`src/scsb_defs.vh`:
```
`ifndef SCSB_DEFS_VH
`define SCSB_DEFS_VH

// ****************************************
// Register offsets (byte addresses)
// ****************************************
`define SCSB_A_MODE0     8'h00
`define SCSB_A_CHAN      8'h04
`define SCSB_A_MODE1     8'h08
`define SCSB_A_MODE2     8'h0C
`define SCSB_A_BAUD      8'h10
`define SCSB_A_FRAC      8'h14
`define SCSB_A_FCFG      8'h18
`define SCSB_A_DATA      8'h1C
`define SCSB_A_STAT      8'h20

// ****************************************
// Field codes
// ****************************************
`define SCSB_MODE_IO     2'h0
`define SCSB_MODE_UART   2'h1
`define SCSB_UC_TIMER    2'h0
`define SCSB_UC_BAUD     2'h1
`define SCSB_UC_FSYS     2'h2
`define SCSB_UC_SCLK     2'h3
`define SCSB_DPX_RX      2'h1
`define SCSB_DPX_TX      2'h2
`define SCSB_DPX_FULL    2'h3

// ****************************************
// Counts
// ****************************************
`define SCSB_FIFO_ALL    6'h04
`define SCSB_FIFO_HALF   6'h02
`define SCSB_OVS_LAST    4'hF
`define SCSB_OVS_MID     4'h7
`define SCSB_UART_BITS   4'hA
`define SCSB_IO_BITS     4'h8
`define SCSB_N_MIN_SGL   5'h02

`endif

```
`src/scsb_baud.v`:
```
`include "scsb_defs.vh"

// ****************************************
// Prescaler taps and baud divider
// ****************************************
module scsb_baud (
	input  wire       ref_clk,
	input  wire       rst_n,
	input  wire [1:0] tapSel,
	input  wire [3:0] divN,
	input  wire       fracEn,
	input  wire [3:0] fracK,
	input  wire       dblBuf,
	input  wire       uartMode,
	output reg        baudTick
);
	reg  [6:0] pre_ff;
	reg  [4:0] cnt_ff;
	reg  [3:0] acc_ff;
	reg        extra_ff;
	reg        tapTick;
	wire [4:0] nFull;
	wire [4:0] nUse;
	wire [4:0] target;
	wire [4:0] accSum;

	// Tap pulses at 1/2, 1/8, 1/32, 1/128 of the clock
	always @*
	begin
		case (tapSel)
			2'h0:    tapTick = pre_ff[0];
			2'h1:    tapTick = &pre_ff[2:0];
			2'h2:    tapTick = &pre_ff[4:0];
			2'h3:    tapTick = &pre_ff[6:0];
			default: tapTick = 1'b0;
		endcase
	end

	// Zero stands for 16; divide-by-1 only behind a double buffer
	assign nFull  = (divN == 4'h0) ? 5'h10 : {1'b0, divN};
	assign nUse   = (nFull < `SCSB_N_MIN_SGL && !dblBuf) ? `SCSB_N_MIN_SGL : nFull;
	assign target = nUse + {4'h0, extra_ff};
	assign accSum = {1'b0, acc_ff} + (5'h10 - {1'b0, fracK});

	// Divider; fractional part stretches some periods by one tap
	always @(posedge ref_clk or negedge rst_n)
	begin
		if (!rst_n)
		begin
			pre_ff   <= 7'h00;
			cnt_ff   <= 5'h00;
			acc_ff   <= 4'h0;
			extra_ff <= 1'b0;
			baudTick <= 1'b0;
		end
		else
		begin
			pre_ff   <= pre_ff + 7'h01;
			baudTick <= 1'b0;
			if (tapTick)
			begin
				if (cnt_ff >= target - 5'h01)
				begin
					cnt_ff   <= 5'h00;
					baudTick <= 1'b1;
					if (uartMode && fracEn && fracK != 4'h0)
					begin
						acc_ff   <= accSum[3:0];
						extra_ff <= accSum[4];
					end
					else
					begin
						acc_ff   <= 4'h0;
						extra_ff <= 1'b0;
					end
				end
				else
					cnt_ff <= cnt_ff + 5'h01;
			end
		end
	end
endmodule

```
`src/scsb_fifo.v`:
```
// ****************************************
// Buffer FIFO with a run-time usable depth
// ****************************************
module scsb_fifo #(
	parameter WIDTH = 8,
	parameter DEPTH = 32,
	parameter AW    = 5
) (
	input  wire             ref_clk,
	input  wire             rst_n,
	input  wire             clear,
	input  wire [AW:0]      limit,
	input  wire             inValid,
	output wire             inReady,
	input  wire [WIDTH-1:0] inData,
	output wire             outValid,
	input  wire             outReady,
	output wire [WIDTH-1:0] outData,
	output wire [AW:0]      count
);
	reg [WIDTH-1:0] mem [0:DEPTH-1];
	reg [AW-1:0]    wrPtr_ff;
	reg [AW-1:0]    rdPtr_ff;
	reg [AW:0]      cnt_ff;
	wire            push;
	wire            pop;

	// Full is reached at the usable depth, not the array size
	assign inReady  = (cnt_ff < limit) && (cnt_ff < DEPTH);
	assign outValid = (cnt_ff != {(AW+1){1'b0}});
	assign push     = inValid & inReady;
	assign pop      = outValid & outReady;
	assign outData  = mem[rdPtr_ff];
	assign count    = cnt_ff;

	// Storage array
	always @(posedge ref_clk)
	begin
		if (push)
			mem[wrPtr_ff] <= inData;
	end

	// Pointers and fill count
	always @(posedge ref_clk or negedge rst_n)
	begin
		if (!rst_n)
		begin
			wrPtr_ff <= {AW{1'b0}};
			rdPtr_ff <= {AW{1'b0}};
			cnt_ff   <= {(AW+1){1'b0}};
		end
		else if (clear)
		begin
			wrPtr_ff <= {AW{1'b0}};
			rdPtr_ff <= {AW{1'b0}};
			cnt_ff   <= {(AW+1){1'b0}};
		end
		else
		begin
			if (push)
				wrPtr_ff <= wrPtr_ff + {{(AW-1){1'b0}}, 1'b1};
			if (pop)
				rdPtr_ff <= rdPtr_ff + {{(AW-1){1'b0}}, 1'b1};
			if (push && !pop)
				cnt_ff <= cnt_ff + {{AW{1'b0}}, 1'b1};
			else if (pop && !push)
				cnt_ff <= cnt_ff - {{AW{1'b0}}, 1'b1};
		end
	end
endmodule

```
`src/scsb_serial_clk_buf.v`:
```
// Overview of operation
// - The mode field picks I/O or UART; I/O clocking follows the channel control bits, UART clocking its own source field.
// - With the shift clock driven out, data is driven on the falling edge and sampled on the rising edge, and the clock is half the baud tick rate.
// - With the shift clock taken in, shifting happens on the rising or falling edge as the edge bit selects.
// - A baud divide ratio of 1 is honoured only with double buffering, otherwise 2 is used.
// - UART mode clocks from the timer output, the baud generator, the system clock or the clock pin.
// - In UART mode each bit spans 16 pulses of the chosen clock in both receive and transmit counters.
// - The transmit side is single buffered when the buffer bit is clear and double when set.
// - Receive is double buffered in UART and external-clock I/O modes, else it follows the buffer bit.
// - The 4-byte FIFO works only when both the double-buffer bit and the FIFO enable bit are set.
// - Duplex 01 gives 4 receive bytes, 10 gives 4 transmit bytes, 11 gives 2 bytes each.
// - The baud input is one of four prescaler taps dividing by 2, 8, 32 or 128.
// - UART may divide by N plus (16-K)/16; I/O mode divides by an integer N only.
//
// Our own choices: the register addresses and strobed register access.
`include "scsb_defs.vh"

module scsb_serial_clk_buf #(
	parameter FIFO_DEPTH = 32,
	parameter FIFO_AW    = 5
) (
	input  wire        ref_clk,
	input  wire        rst_n,
	input  wire [7:0]  regAddr,
	input  wire [31:0] regWrData,
	input  wire        regWrStb,
	input  wire        regRdStb,
	output reg  [31:0] regRdData,
	input  wire        rxd,
	output reg         txd,
	input  wire        timerOut,
	input  wire        sclkIn,
	output reg         sclkOut,
	output wire        sclkOe_n
);
	// ****************************************
	// Declarations
	// ****************************************
	reg  [1:0]  smode_ff, ucSrc_ff, tap_ff, fdpx_ff;
	reg         ioc_ff, edge_ff, wbuf_ff, fracEn_ff, fifoEn_ff;
	reg  [3:0]  brs_ff, fracK_ff;
	reg         sclkS1, sclkS2, sclkS3, rxdS1, rxdS2, tmrS1, tmrS2, tmrS3;
	reg  [7:0]  txBuf_ff, rxBuf_ff, rxPendData_ff, rxShift_ff;
	reg         txBufFull_ff, rxBufFull_ff, rxPend_ff, overrun_ff;
	reg  [9:0]  txShift_ff;
	reg  [3:0]  txBits_ff, txCnt_ff, rxCnt_ff, rxBits_ff;
	reg         txBusy_ff, rxActive_ff;
	reg         uartTick, ioDrive, ioSample, rxDone;
	wire        baudTick, uartMode, ioOut, fifoOn, txDbl, rxDbl;
	wire        wrData, rdData, rdStat, txFifoUse, rxFifoUse, txReady, rxAvail;
	wire        txFifoInRdy, txFifoOutVld, rxFifoInRdy, rxFifoOutVld;
	wire [7:0]  txFifoOut, rxFifoOut;
	wire [5:0]  txLimit, rxLimit, txCount, rxCount;
	wire        clrTx, clrRx, sclkRise, sclkFall, tmrRise, ioRun;
	wire        txFromFifo, shiftLoad, rxToFifo, txAccept, rxFree;
	wire [7:0]  shiftSrc;

	// ****************************************
	// Mode decode
	// ****************************************
	assign uartMode = (smode_ff == `SCSB_MODE_UART);
	assign ioOut    = !uartMode && !ioc_ff;
	assign sclkOe_n = !ioOut;
	assign fifoOn   = wbuf_ff & fifoEn_ff;
	assign txDbl    = wbuf_ff;
	assign rxDbl    = uartMode | ioc_ff | wbuf_ff;
	assign txLimit  = !fifoOn ? 6'h00 : (fdpx_ff == `SCSB_DPX_TX) ? `SCSB_FIFO_ALL :
		(fdpx_ff == `SCSB_DPX_FULL) ? `SCSB_FIFO_HALF : 6'h00;
	assign rxLimit  = !fifoOn ? 6'h00 : (fdpx_ff == `SCSB_DPX_RX) ? `SCSB_FIFO_ALL :
		(fdpx_ff == `SCSB_DPX_FULL) ? `SCSB_FIFO_HALF : 6'h00;
	assign txFifoUse = (txLimit != 6'h00);
	assign rxFifoUse = (rxLimit != 6'h00);

	// Register strobes; FIFO clears are write-one pulses
	assign wrData = regWrStb && (regAddr == `SCSB_A_DATA);
	assign rdData = regRdStb && (regAddr == `SCSB_A_DATA);
	assign rdStat = regRdStb && (regAddr == `SCSB_A_STAT);
	assign clrTx  = regWrStb && (regAddr == `SCSB_A_FCFG) && regWrData[1];
	assign clrRx  = regWrStb && (regAddr == `SCSB_A_FCFG) && regWrData[2];

	// ****************************************
	// Pin synchronisers and edge detect
	// ****************************************
	always @(posedge ref_clk or negedge rst_n)
	begin
		if (!rst_n)
		begin
			{sclkS1, sclkS2, sclkS3} <= 3'h7;
			{rxdS1, rxdS2}           <= 2'h3;
			{tmrS1, tmrS2, tmrS3}    <= 3'h0;
		end
		else
		begin
			{sclkS1, sclkS2, sclkS3} <= {sclkIn, sclkS1, sclkS2};
			{rxdS1, rxdS2}           <= {rxd, rxdS1};
			{tmrS1, tmrS2, tmrS3}    <= {timerOut, tmrS1, tmrS2};
		end
	end
	assign sclkRise = sclkS2 & !sclkS3;
	assign sclkFall = !sclkS2 & sclkS3;
	assign tmrRise  = tmrS2 & !tmrS3;

	// ****************************************
	// Baud generator and FIFOs
	// ****************************************
	scsb_baud uBaud (
		.ref_clk  (ref_clk),
		.rst_n    (rst_n),
		.tapSel   (tap_ff),
		.divN     (brs_ff),
		.fracEn   (fracEn_ff),
		.fracK    (fracK_ff),
		.dblBuf   (wbuf_ff),
		.uartMode (uartMode),
		.baudTick (baudTick)
	);

	scsb_fifo #(.WIDTH(8), .DEPTH(FIFO_DEPTH), .AW(FIFO_AW)) uTxFifo (
		.ref_clk  (ref_clk),
		.rst_n    (rst_n),
		.clear    (clrTx),
		.limit    (txLimit),
		.inValid  (wrData & txFifoUse),
		.inReady  (txFifoInRdy),
		.inData   (regWrData[7:0]),
		.outValid (txFifoOutVld),
		.outReady (!txBufFull_ff),
		.outData  (txFifoOut),
		.count    (txCount)
	);

	scsb_fifo #(.WIDTH(8), .DEPTH(FIFO_DEPTH), .AW(FIFO_AW)) uRxFifo (
		.ref_clk  (ref_clk),
		.rst_n    (rst_n),
		.clear    (clrRx),
		.limit    (rxLimit),
		.inValid  (rxBufFull_ff & rxFifoUse),
		.inReady  (rxFifoInRdy),
		.inData   (rxBuf_ff),
		.outValid (rxFifoOutVld),
		.outReady (rdData & rxFifoUse),
		.outData  (rxFifoOut),
		.count    (rxCount)
	);

	// ****************************************
	// Transfer clock selection
	// ****************************************
	// Output clock runs only with a frame loaded and somewhere to put the reply
	assign ioRun = ioOut && txBusy_ff && !rxPend_ff && (rxDbl || !rxBufFull_ff);

	always @*
	begin
		case (ucSrc_ff)
			`SCSB_UC_TIMER: uartTick = tmrRise;
			`SCSB_UC_BAUD:  uartTick = baudTick;
			`SCSB_UC_FSYS:  uartTick = 1'b1;
			`SCSB_UC_SCLK:  uartTick = sclkRise;
			default:        uartTick = 1'b0;
		endcase
		if (ioOut)
		begin
			ioSample = ioRun && baudTick && !sclkOut;
			ioDrive  = ioRun && baudTick && sclkOut;
		end
		else
		begin
			ioSample = edge_ff ? sclkFall : sclkRise;
			ioDrive  = edge_ff ? sclkRise : sclkFall;
		end
	end

	// Shift clock out: idle high, toggles on every baud tick
	always @(posedge ref_clk or negedge rst_n)
	begin
		if (!rst_n)
			sclkOut <= 1'b1;
		else if (!ioRun)
			sclkOut <= 1'b1;
		else if (baudTick)
			sclkOut <= !sclkOut;
	end

	// ****************************************
	// Transmit path
	// ****************************************
	assign txReady    = txFifoUse ? txFifoInRdy : (txDbl ? !txBufFull_ff : !txBusy_ff);
	assign txAccept   = wrData && txReady;
	assign txFromFifo = txFifoUse && txFifoOutVld && !txBufFull_ff;
	assign shiftLoad  = !txBusy_ff && (txBufFull_ff || (txAccept && !txDbl));
	assign shiftSrc   = txBufFull_ff ? txBuf_ff : regWrData[7:0];

	always @(posedge ref_clk or negedge rst_n)
	begin
		if (!rst_n)
		begin
			txBuf_ff     <= 8'h00;
			txBufFull_ff <= 1'b0;
			txShift_ff   <= 10'h3FF;
			txBits_ff    <= 4'h0;
			txCnt_ff     <= 4'h0;
			txBusy_ff    <= 1'b0;
			txd          <= 1'b1;
		end
		else
		begin
			// Hold stage fed by the FIFO or by a direct write
			if (txFromFifo)
			begin
				txBuf_ff     <= txFifoOut;
				txBufFull_ff <= 1'b1;
			end
			else if (txAccept && txDbl && !txFifoUse)
			begin
				txBuf_ff     <= regWrData[7:0];
				txBufFull_ff <= 1'b1;
			end
			else if (shiftLoad && txBufFull_ff)
				txBufFull_ff <= 1'b0;
			if (shiftLoad)
			begin
				txBusy_ff  <= 1'b1;
				txCnt_ff   <= 4'h0;
				txShift_ff <= uartMode ? {1'b1, shiftSrc, 1'b0} : {2'h3, shiftSrc};
				txBits_ff  <= uartMode ? `SCSB_UART_BITS : `SCSB_IO_BITS;
			end
			else if (txBusy_ff && uartMode && uartTick)
			begin
				txCnt_ff <= txCnt_ff + 4'h1;
				if (txCnt_ff == `SCSB_OVS_LAST)
				begin
					if (txBits_ff != 4'h0)
					begin
						txd        <= txShift_ff[0];
						txShift_ff <= {1'b1, txShift_ff[9:1]};
						txBits_ff  <= txBits_ff - 4'h1;
					end
					else
						txBusy_ff <= 1'b0;
				end
			end
			else if (txBusy_ff && !uartMode)
			begin
				if (ioDrive && txBits_ff != 4'h0)
				begin
					txd        <= txShift_ff[0];
					txShift_ff <= {1'b1, txShift_ff[9:1]};
					txBits_ff  <= txBits_ff - 4'h1;
				end
				if (rxDone)
					txBusy_ff <= 1'b0;
			end
		end
	end

	// ****************************************
	// Receive shifting
	// ****************************************
	always @(posedge ref_clk or negedge rst_n)
	begin
		if (!rst_n)
		begin
			rxShift_ff  <= 8'h00;
			rxCnt_ff    <= 4'h0;
			rxBits_ff   <= 4'h0;
			rxActive_ff <= 1'b0;
			rxDone      <= 1'b0;
		end
		else
		begin
			rxDone <= 1'b0;
			if (!uartMode)
			begin
				rxActive_ff <= 1'b0;
				if (ioSample)
				begin
					rxShift_ff <= {rxdS2, rxShift_ff[7:1]};
					rxBits_ff  <= (rxBits_ff == 4'h7) ? 4'h0 : rxBits_ff + 4'h1;
					rxDone     <= (rxBits_ff == 4'h7);
				end
			end
			else if (!rxActive_ff)
			begin
				rxCnt_ff  <= 4'h0;
				rxBits_ff <= 4'h0;
				if (!rxdS2)
					rxActive_ff <= 1'b1;
			end
			else if (uartTick)
			begin
				rxCnt_ff <= rxCnt_ff + 4'h1;
				if (rxCnt_ff == `SCSB_OVS_MID)
				begin
					rxBits_ff <= rxBits_ff + 4'h1;
					if (rxBits_ff == 4'h0 && rxdS2)
						rxActive_ff <= 1'b0;
					else if (rxBits_ff == `SCSB_UART_BITS - 4'h1)
					begin
						rxActive_ff <= 1'b0;
						rxDone      <= 1'b1;
					end
					else if (rxBits_ff != 4'h0)
						rxShift_ff <= {rxdS2, rxShift_ff[7:1]};
				end
			end
		end
	end

	// ****************************************
	// Receive buffering
	// ****************************************
	assign rxToFifo = rxBufFull_ff && rxFifoUse && rxFifoInRdy;
	assign rxAvail  = rxFifoUse ? rxFifoOutVld : rxBufFull_ff;
	assign rxFree   = rxToFifo || (rdData && !rxFifoUse && rxBufFull_ff);

	always @(posedge ref_clk or negedge rst_n)
	begin
		if (!rst_n)
		begin
			rxBuf_ff      <= 8'h00;
			rxBufFull_ff  <= 1'b0;
			rxPendData_ff <= 8'h00;
			rxPend_ff     <= 1'b0;
			overrun_ff    <= 1'b0;
		end
		else
		begin
			// Buffer frees on a read or a move into the FIFO; a pending byte refills it
			if (rxFree)
			begin
				rxBufFull_ff <= rxPend_ff;
				rxBuf_ff     <= rxPendData_ff;
				rxPend_ff    <= 1'b0;
			end
			if (rxDone)
			begin
				// A byte landing as the buffer frees must not strand the pending slot
				if (!rxBufFull_ff || (rxFree && !rxPend_ff))
				begin
					rxBuf_ff     <= rxShift_ff;
					rxBufFull_ff <= 1'b1;
				end
				else if (!rxPend_ff || rxFree)
				begin
					rxPendData_ff <= rxShift_ff;
					rxPend_ff     <= 1'b1;
				end
			end
			// Set wins over the clear-on-read
			if (rxDone && rxBufFull_ff && rxPend_ff && !rxFree)
				overrun_ff <= 1'b1;
			else if (rdStat)
				overrun_ff <= 1'b0;
		end
	end

	// ****************************************
	// Register writes
	// ****************************************
	always @(posedge ref_clk or negedge rst_n)
	begin
		if (!rst_n)
		begin
			smode_ff  <= `SCSB_MODE_IO;
			ucSrc_ff  <= `SCSB_UC_TIMER;
			ioc_ff    <= 1'b0;
			edge_ff   <= 1'b0;
			fdpx_ff   <= 2'h0;
			wbuf_ff   <= 1'b0;
			brs_ff    <= 4'h0;
			tap_ff    <= 2'h0;
			fracEn_ff <= 1'b0;
			fracK_ff  <= 4'h0;
			fifoEn_ff <= 1'b0;
		end
		else if (regWrStb)
		begin
			case (regAddr)
				`SCSB_A_MODE0: {ucSrc_ff, smode_ff} <= regWrData[3:0];
				`SCSB_A_CHAN:  {edge_ff, ioc_ff} <= regWrData[1:0];
				`SCSB_A_MODE1: fdpx_ff <= regWrData[1:0];
				`SCSB_A_MODE2: wbuf_ff <= regWrData[0];
				`SCSB_A_BAUD:  {fracEn_ff, tap_ff, brs_ff} <= regWrData[6:0];
				`SCSB_A_FRAC:  fracK_ff <= regWrData[3:0];
				`SCSB_A_FCFG:  fifoEn_ff <= regWrData[0];
				default:       fifoEn_ff <= fifoEn_ff;
			endcase
		end
	end

	// ****************************************
	// Register reads, one cycle after the strobe
	// ****************************************
	always @(posedge ref_clk or negedge rst_n)
	begin
		if (!rst_n)
			regRdData <= 32'h0000_0000;
		else if (regRdStb)
		begin
			case (regAddr)
				`SCSB_A_MODE0: regRdData <= {28'h000_0000, ucSrc_ff, smode_ff};
				`SCSB_A_CHAN:  regRdData <= {30'h0000_0000, edge_ff, ioc_ff};
				`SCSB_A_MODE1: regRdData <= {30'h0000_0000, fdpx_ff};
				`SCSB_A_MODE2: regRdData <= {31'h0000_0000, wbuf_ff};
				`SCSB_A_BAUD:  regRdData <= {25'h000_0000, fracEn_ff, tap_ff, brs_ff};
				`SCSB_A_FRAC:  regRdData <= {28'h000_0000, fracK_ff};
				`SCSB_A_FCFG:  regRdData <= {31'h0000_0000, fifoEn_ff};
				`SCSB_A_DATA:  regRdData <= {24'h00_0000, rxFifoUse ? rxFifoOut : rxBuf_ff};
				`SCSB_A_STAT:  regRdData <= {10'h000, rxCount, 2'h0, txCount, 1'b0,
					rxPend_ff, txBufFull_ff, rxBufFull_ff, overrun_ff, txBusy_ff,
					rxAvail, txReady};
				default:       regRdData <= 32'h0000_0000;
			endcase
		end
		else
			regRdData <= 32'h0000_0000;
	end
endmodule

```
`config.mk`:
```
export PLATFORM = sky130hd
export DESIGN_NAME = scsb_serial_clk_buf
export DESIGN_NICKNAME = d
export VERILOG_FILES = /design/src/scsb_baud.v /design/src/scsb_fifo.v /design/src/scsb_serial_clk_buf.v
export VERILOG_INCLUDE_DIRS = /design/src
export SDC_FILE = /design/constraint.sdc
export NUM_CORES = 1
export LEC_CHECK = 0
export ABC_AREA = 1
export BUFFER_PORTS_ARGS = -buffer_cell sky130_fd_sc_hd__buf_2
export CORE_MARGIN = 3
export CORE_UTILIZATION = 40
export DETAILED_ROUTE_END_ITERATION = 10
export PLACE_DENSITY = 0.59
export SLEW_MARGIN = 10
export SYNTH_ARGS = -nofsm -noshare
export SYNTH_HDL_FRONTEND = slang
export SYNTH_HIERARCHICAL = 1
export SYNTH_SLANG_ARGS = --single-unit
export TNS_END_PERCENT = 5
```
`constraint.sdc`:
```
create_clock -name ref_clk -period 2.45 [get_ports ref_clk]
set_clock_uncertainty 0.1 [all_clocks]
set_input_delay 0.1225 -clock ref_clk [delete_from_list [all_inputs] [get_ports ref_clk]]
set_output_delay 0.1225 -clock ref_clk [all_outputs]
set_load 0.005 [all_outputs]
```
==> results.yml <==
status:
  outcome: "finished, violations left"
  violations: "setup timing"
synthesis:
  synth_fa_ha_area_frac: 0.0226
  synthCells: 2850
  synth_area_mm2: 0.0303
  yosys.area.top_type: "edfxtp_1"
  synth-compound-area-share: 0.105
  yosys-top-cells-count: "edfxtp_1, nand2_1, nor2_1, o21ai_0, inv_1"
  synth_area_per_cell_um2: 10.6
  yosys.cell_count.top_type: "edfxtp_1"
  synth_top_family_by_area: "simple AND/OR/NAND/NOR gates"
  synthMuxAreaShare: 0.000330
  synthDistinctLibCells: 57
  postSynth.asyncResetShare: 0.244
  ys_ff_latch: 677
  synth_edf_count: 512
  ys_seq_area_frac: 0.644
  synth_top_area_frac: 0.507
  yosys.area_share.simple: 0.167
  synth_warnings: 6
  synth_area_leaders: "edfxtp_1, dfrtp_1, nand2_1, nor2_1, o21ai_0"
  synth_ff_type: "edfxtp_1"
  synth_xor_area_frac: 0.00577
clock_tree:
  cts_root_buffer: "clkbuf_16"
  clk_path_buf_depth: 3
  clkLatencyLatePin_ns: 0.63
  ctsHtreeMaxLevel: 3
  clkTransAtPathRegs_ns: 0.06
  cts_sinks: 677
  cts_tree: "done"
  cts_buffers: 74
grt:
  overflow: 0
  grt_max_degree: 64
  grt_usage: 0.200
  grt_pass1_wl_um: 123000
  antenna_found_initial: 1
  grt_pass1_vias: 21500
setup_path:
  ff2ff_path_depth: 14
  cp.required_ns: 2.86
  crit_path_max_fanout: 8
  worstSetupPathType: "reg -> reg"
  arrival_ns: 3.01
  end_kind: "flip-flop"
  cp-start-kind: "flip-flop"
timing:
  whs_ns: 0.0281
  max_freq_mhz: 384
  setup_viol: 98
  slew_viol_final: 0
  rsz0062_at_grt: "yes"
  final.setup.tns_ns: -4.79
  tightest_slew_ns: 0.859
  post-route-min-period_ns: 2.60
  finalHoldViolCount: 0
  relSlewSlack: 0.426
  period_share: 1.06
  fin_ws_ns: -0.155
place:
  placed_area_mm2: 0.0331
  pre_cts_ws_ns: -0.226
  dp_hpwl_um: 53000
  io_buffers: 45
  placed_cells: 3981
  gp_congestion: 0.948
cells_and_area:
  register_area_mm2: 0.0195
  num-nets-final: 3238
  instances_no_fill: 4169
  final_layout_size_suffix_gt1_frac: 0.198
  syn2layout_area_growth_pct: 22.2
  nFillCells: 6635
  final_util: 0.496
  multi_input_area_mm2: 0.00981
  num_antenna_cells: 0
  postLayoutCellArea_mm2: 0.0371
floorplan:
  fp-row-count: 100
  initial_core_util: 0.405
  die_h_um: 281
  die_w_um: 281
  core-area_mm2: 0.0748
  die_area_mm2: 0.0792
  ioPinCount: 82
route:
  drc: 0
  dr.first_iter.drc_count: 1869
  vias: 21900
  drt-total-wl_um: 80200
  first_pass_iters: 5
  ant_nets: 0
  wl_per_cell_um: 19.2
  viasPerCell: 5.26
power_and_ir_drop:
  ir_worst_vdd_v: 0.000578
  p_leak_nw: 14.4
  p_per_area_mw_per_mm2: 872
  power_mw: 32.3
worst_hold_path:
  hold_class: "in -> reg"
  hold_depth: 8
run:
  maxCapViolCount: 0
-- flip-flops by register name (all words and copies together) (netlist names), 6 cells and up --
signal and count:
uRxFifo/mem 256, uTxFifo/count 6, rxShift_ff 8, txShift_ff 9, rxBuf_ff 8, uBaud/pre_ff 7
rxPendData_ff 8, txBuf_ff 8, regRdData 20, uRxFifo/count 6, uTxFifo/mem 256
-- worst paths after layout --
| kind | start | endpoint | slack (ns) |
|---|---|---|---|
| min reg2reg | rxdS1$_DFF_PN1_ | rxdS2$_DFF_PN1_ | 0.27 |
| min in group asynchronous | rst_n | sclkS1$_DFF_PN1_ | 0.07 |
| max | brs_ff[1]$_DFFE_PN0P_ | uBaud/acc_ff[2]$_DFFE_PN0P_ | -0.15 |
| min | regAddr[1] | regRdData[7]$_DFF_PN0_ | 0.03 |
| max in group asynchronous | rst_n | uRxFifo/rdPtr_ff[0]$_DFFE_PN0P_ | 1.78 |
| max reg2reg | brs_ff[1]$_DFFE_PN0P_ | uBaud/acc_ff[2]$_DFFE_PN0P_ | -0.15 |
-- worst max-delay path: stages (launching register included) --
cell and delay [ns]:
dfrtp_1 0.40, o41ai_4 0.35, ha_2 0.26, ha_4 0.14, xor2_1 0.15, nand2_1 0.11, ha_4 0.29, nand2_2 0.05
inv_2 0.06, nand4_1 0.10, nand3_2 0.12, buf_12 0.14, nand2_8 0.07, nand2_2 0.09, nand2_2 0.05
-- kinds of logic after synthesis --
kind of cell             Yosys count
other                              1
multiplexers                       1
adder cells (fa/ha/maj)           53
buffers and inverters            361
AND/OR/NAND/NOR                 1182
XOR/XNOR                          20
AO/OA/AOI/OAI                    555
flip-flops                       677
-- metal layers --
metal  part of all wire  routed length (um)  global-route usage
met1               0.44               35100               0.278
met2               0.47               38000               0.322
met3              0.055                4450              0.0285
met4              0.033                2610              0.0704
met5                  0                   0                   0
-- cell usage in the layout, fill, tap and decap left out, types with 7 or more instances in the layout --
| master | instances |
|---|---|
| edfxtp_1 | 512 |
| nand2_1 | 456 |
| nor2_1 | 421 |
| o21ai_0 | 275 |
| inv_1 | 202 |
| buf_4 | 171 |
| dfrtp_1 | 142 |
| nand3_1 | 131 |
| clkbuf_16 | 79 |
| o21ai_1 | 73 |
| o211ai_1 | 73 |
| buf_6 | 59 |
| o22ai_1 | 51 |
| buf_2 | 45 |
| a21oi_1 | 41 |
| nand2_2 | 39 |
| ha_1 | 39 |
| nor2_2 | 33 |
| buf_12 | 26 |
| clkinv_1 | 21 |
| conb_1 | 20 |
| nor3_1 | 19 |
| dlygate4sd3_1 | 18 |
| inv_2 | 17 |
| dfstp_2 | 16 |
| o21ai_2 | 15 |
| bufinv_16 | 14 |
| nand3_2 | 13 |
| nand4_1 | 13 |
| nand3b_1 | 13 |
| clkbuf_1 | 13 |
| nor2_4 | 11 |
| xor2_1 | 11 |
| ha_4 | 10 |
| nand2_4 | 7 |
-- power breakdown --
group	leakage, nW	total, mW	switching [mW]	internal [mW]
clock	1.26	11.9	4.67	7.22
combinational	6.60	7.14	4.62	2.52
sequential	6.53	13.3	0.436	12.9
total	14.4	32.3	9.72	22.6
-- layout make-up --
cell class	instances	area share
clock buffer	91	0.0527
clock inverter	47	0.0178
timing repair buffer	325	0.0816
inverter	228	0.0236
sequential	677	0.527
multi-input combinational	1832	0.265
tap	969	0.0327
-- repair_timing --
item,4_1_cts,5_1_grt
gates resized for setup,77,150
setup buffers,5,19
cloned,0,7
hold buffers,19,0
hold endpoints to repair,315,0
pin swaps,42,55
endpoints found under the setup margin,473,591
(Power assumes the default switching activity.)
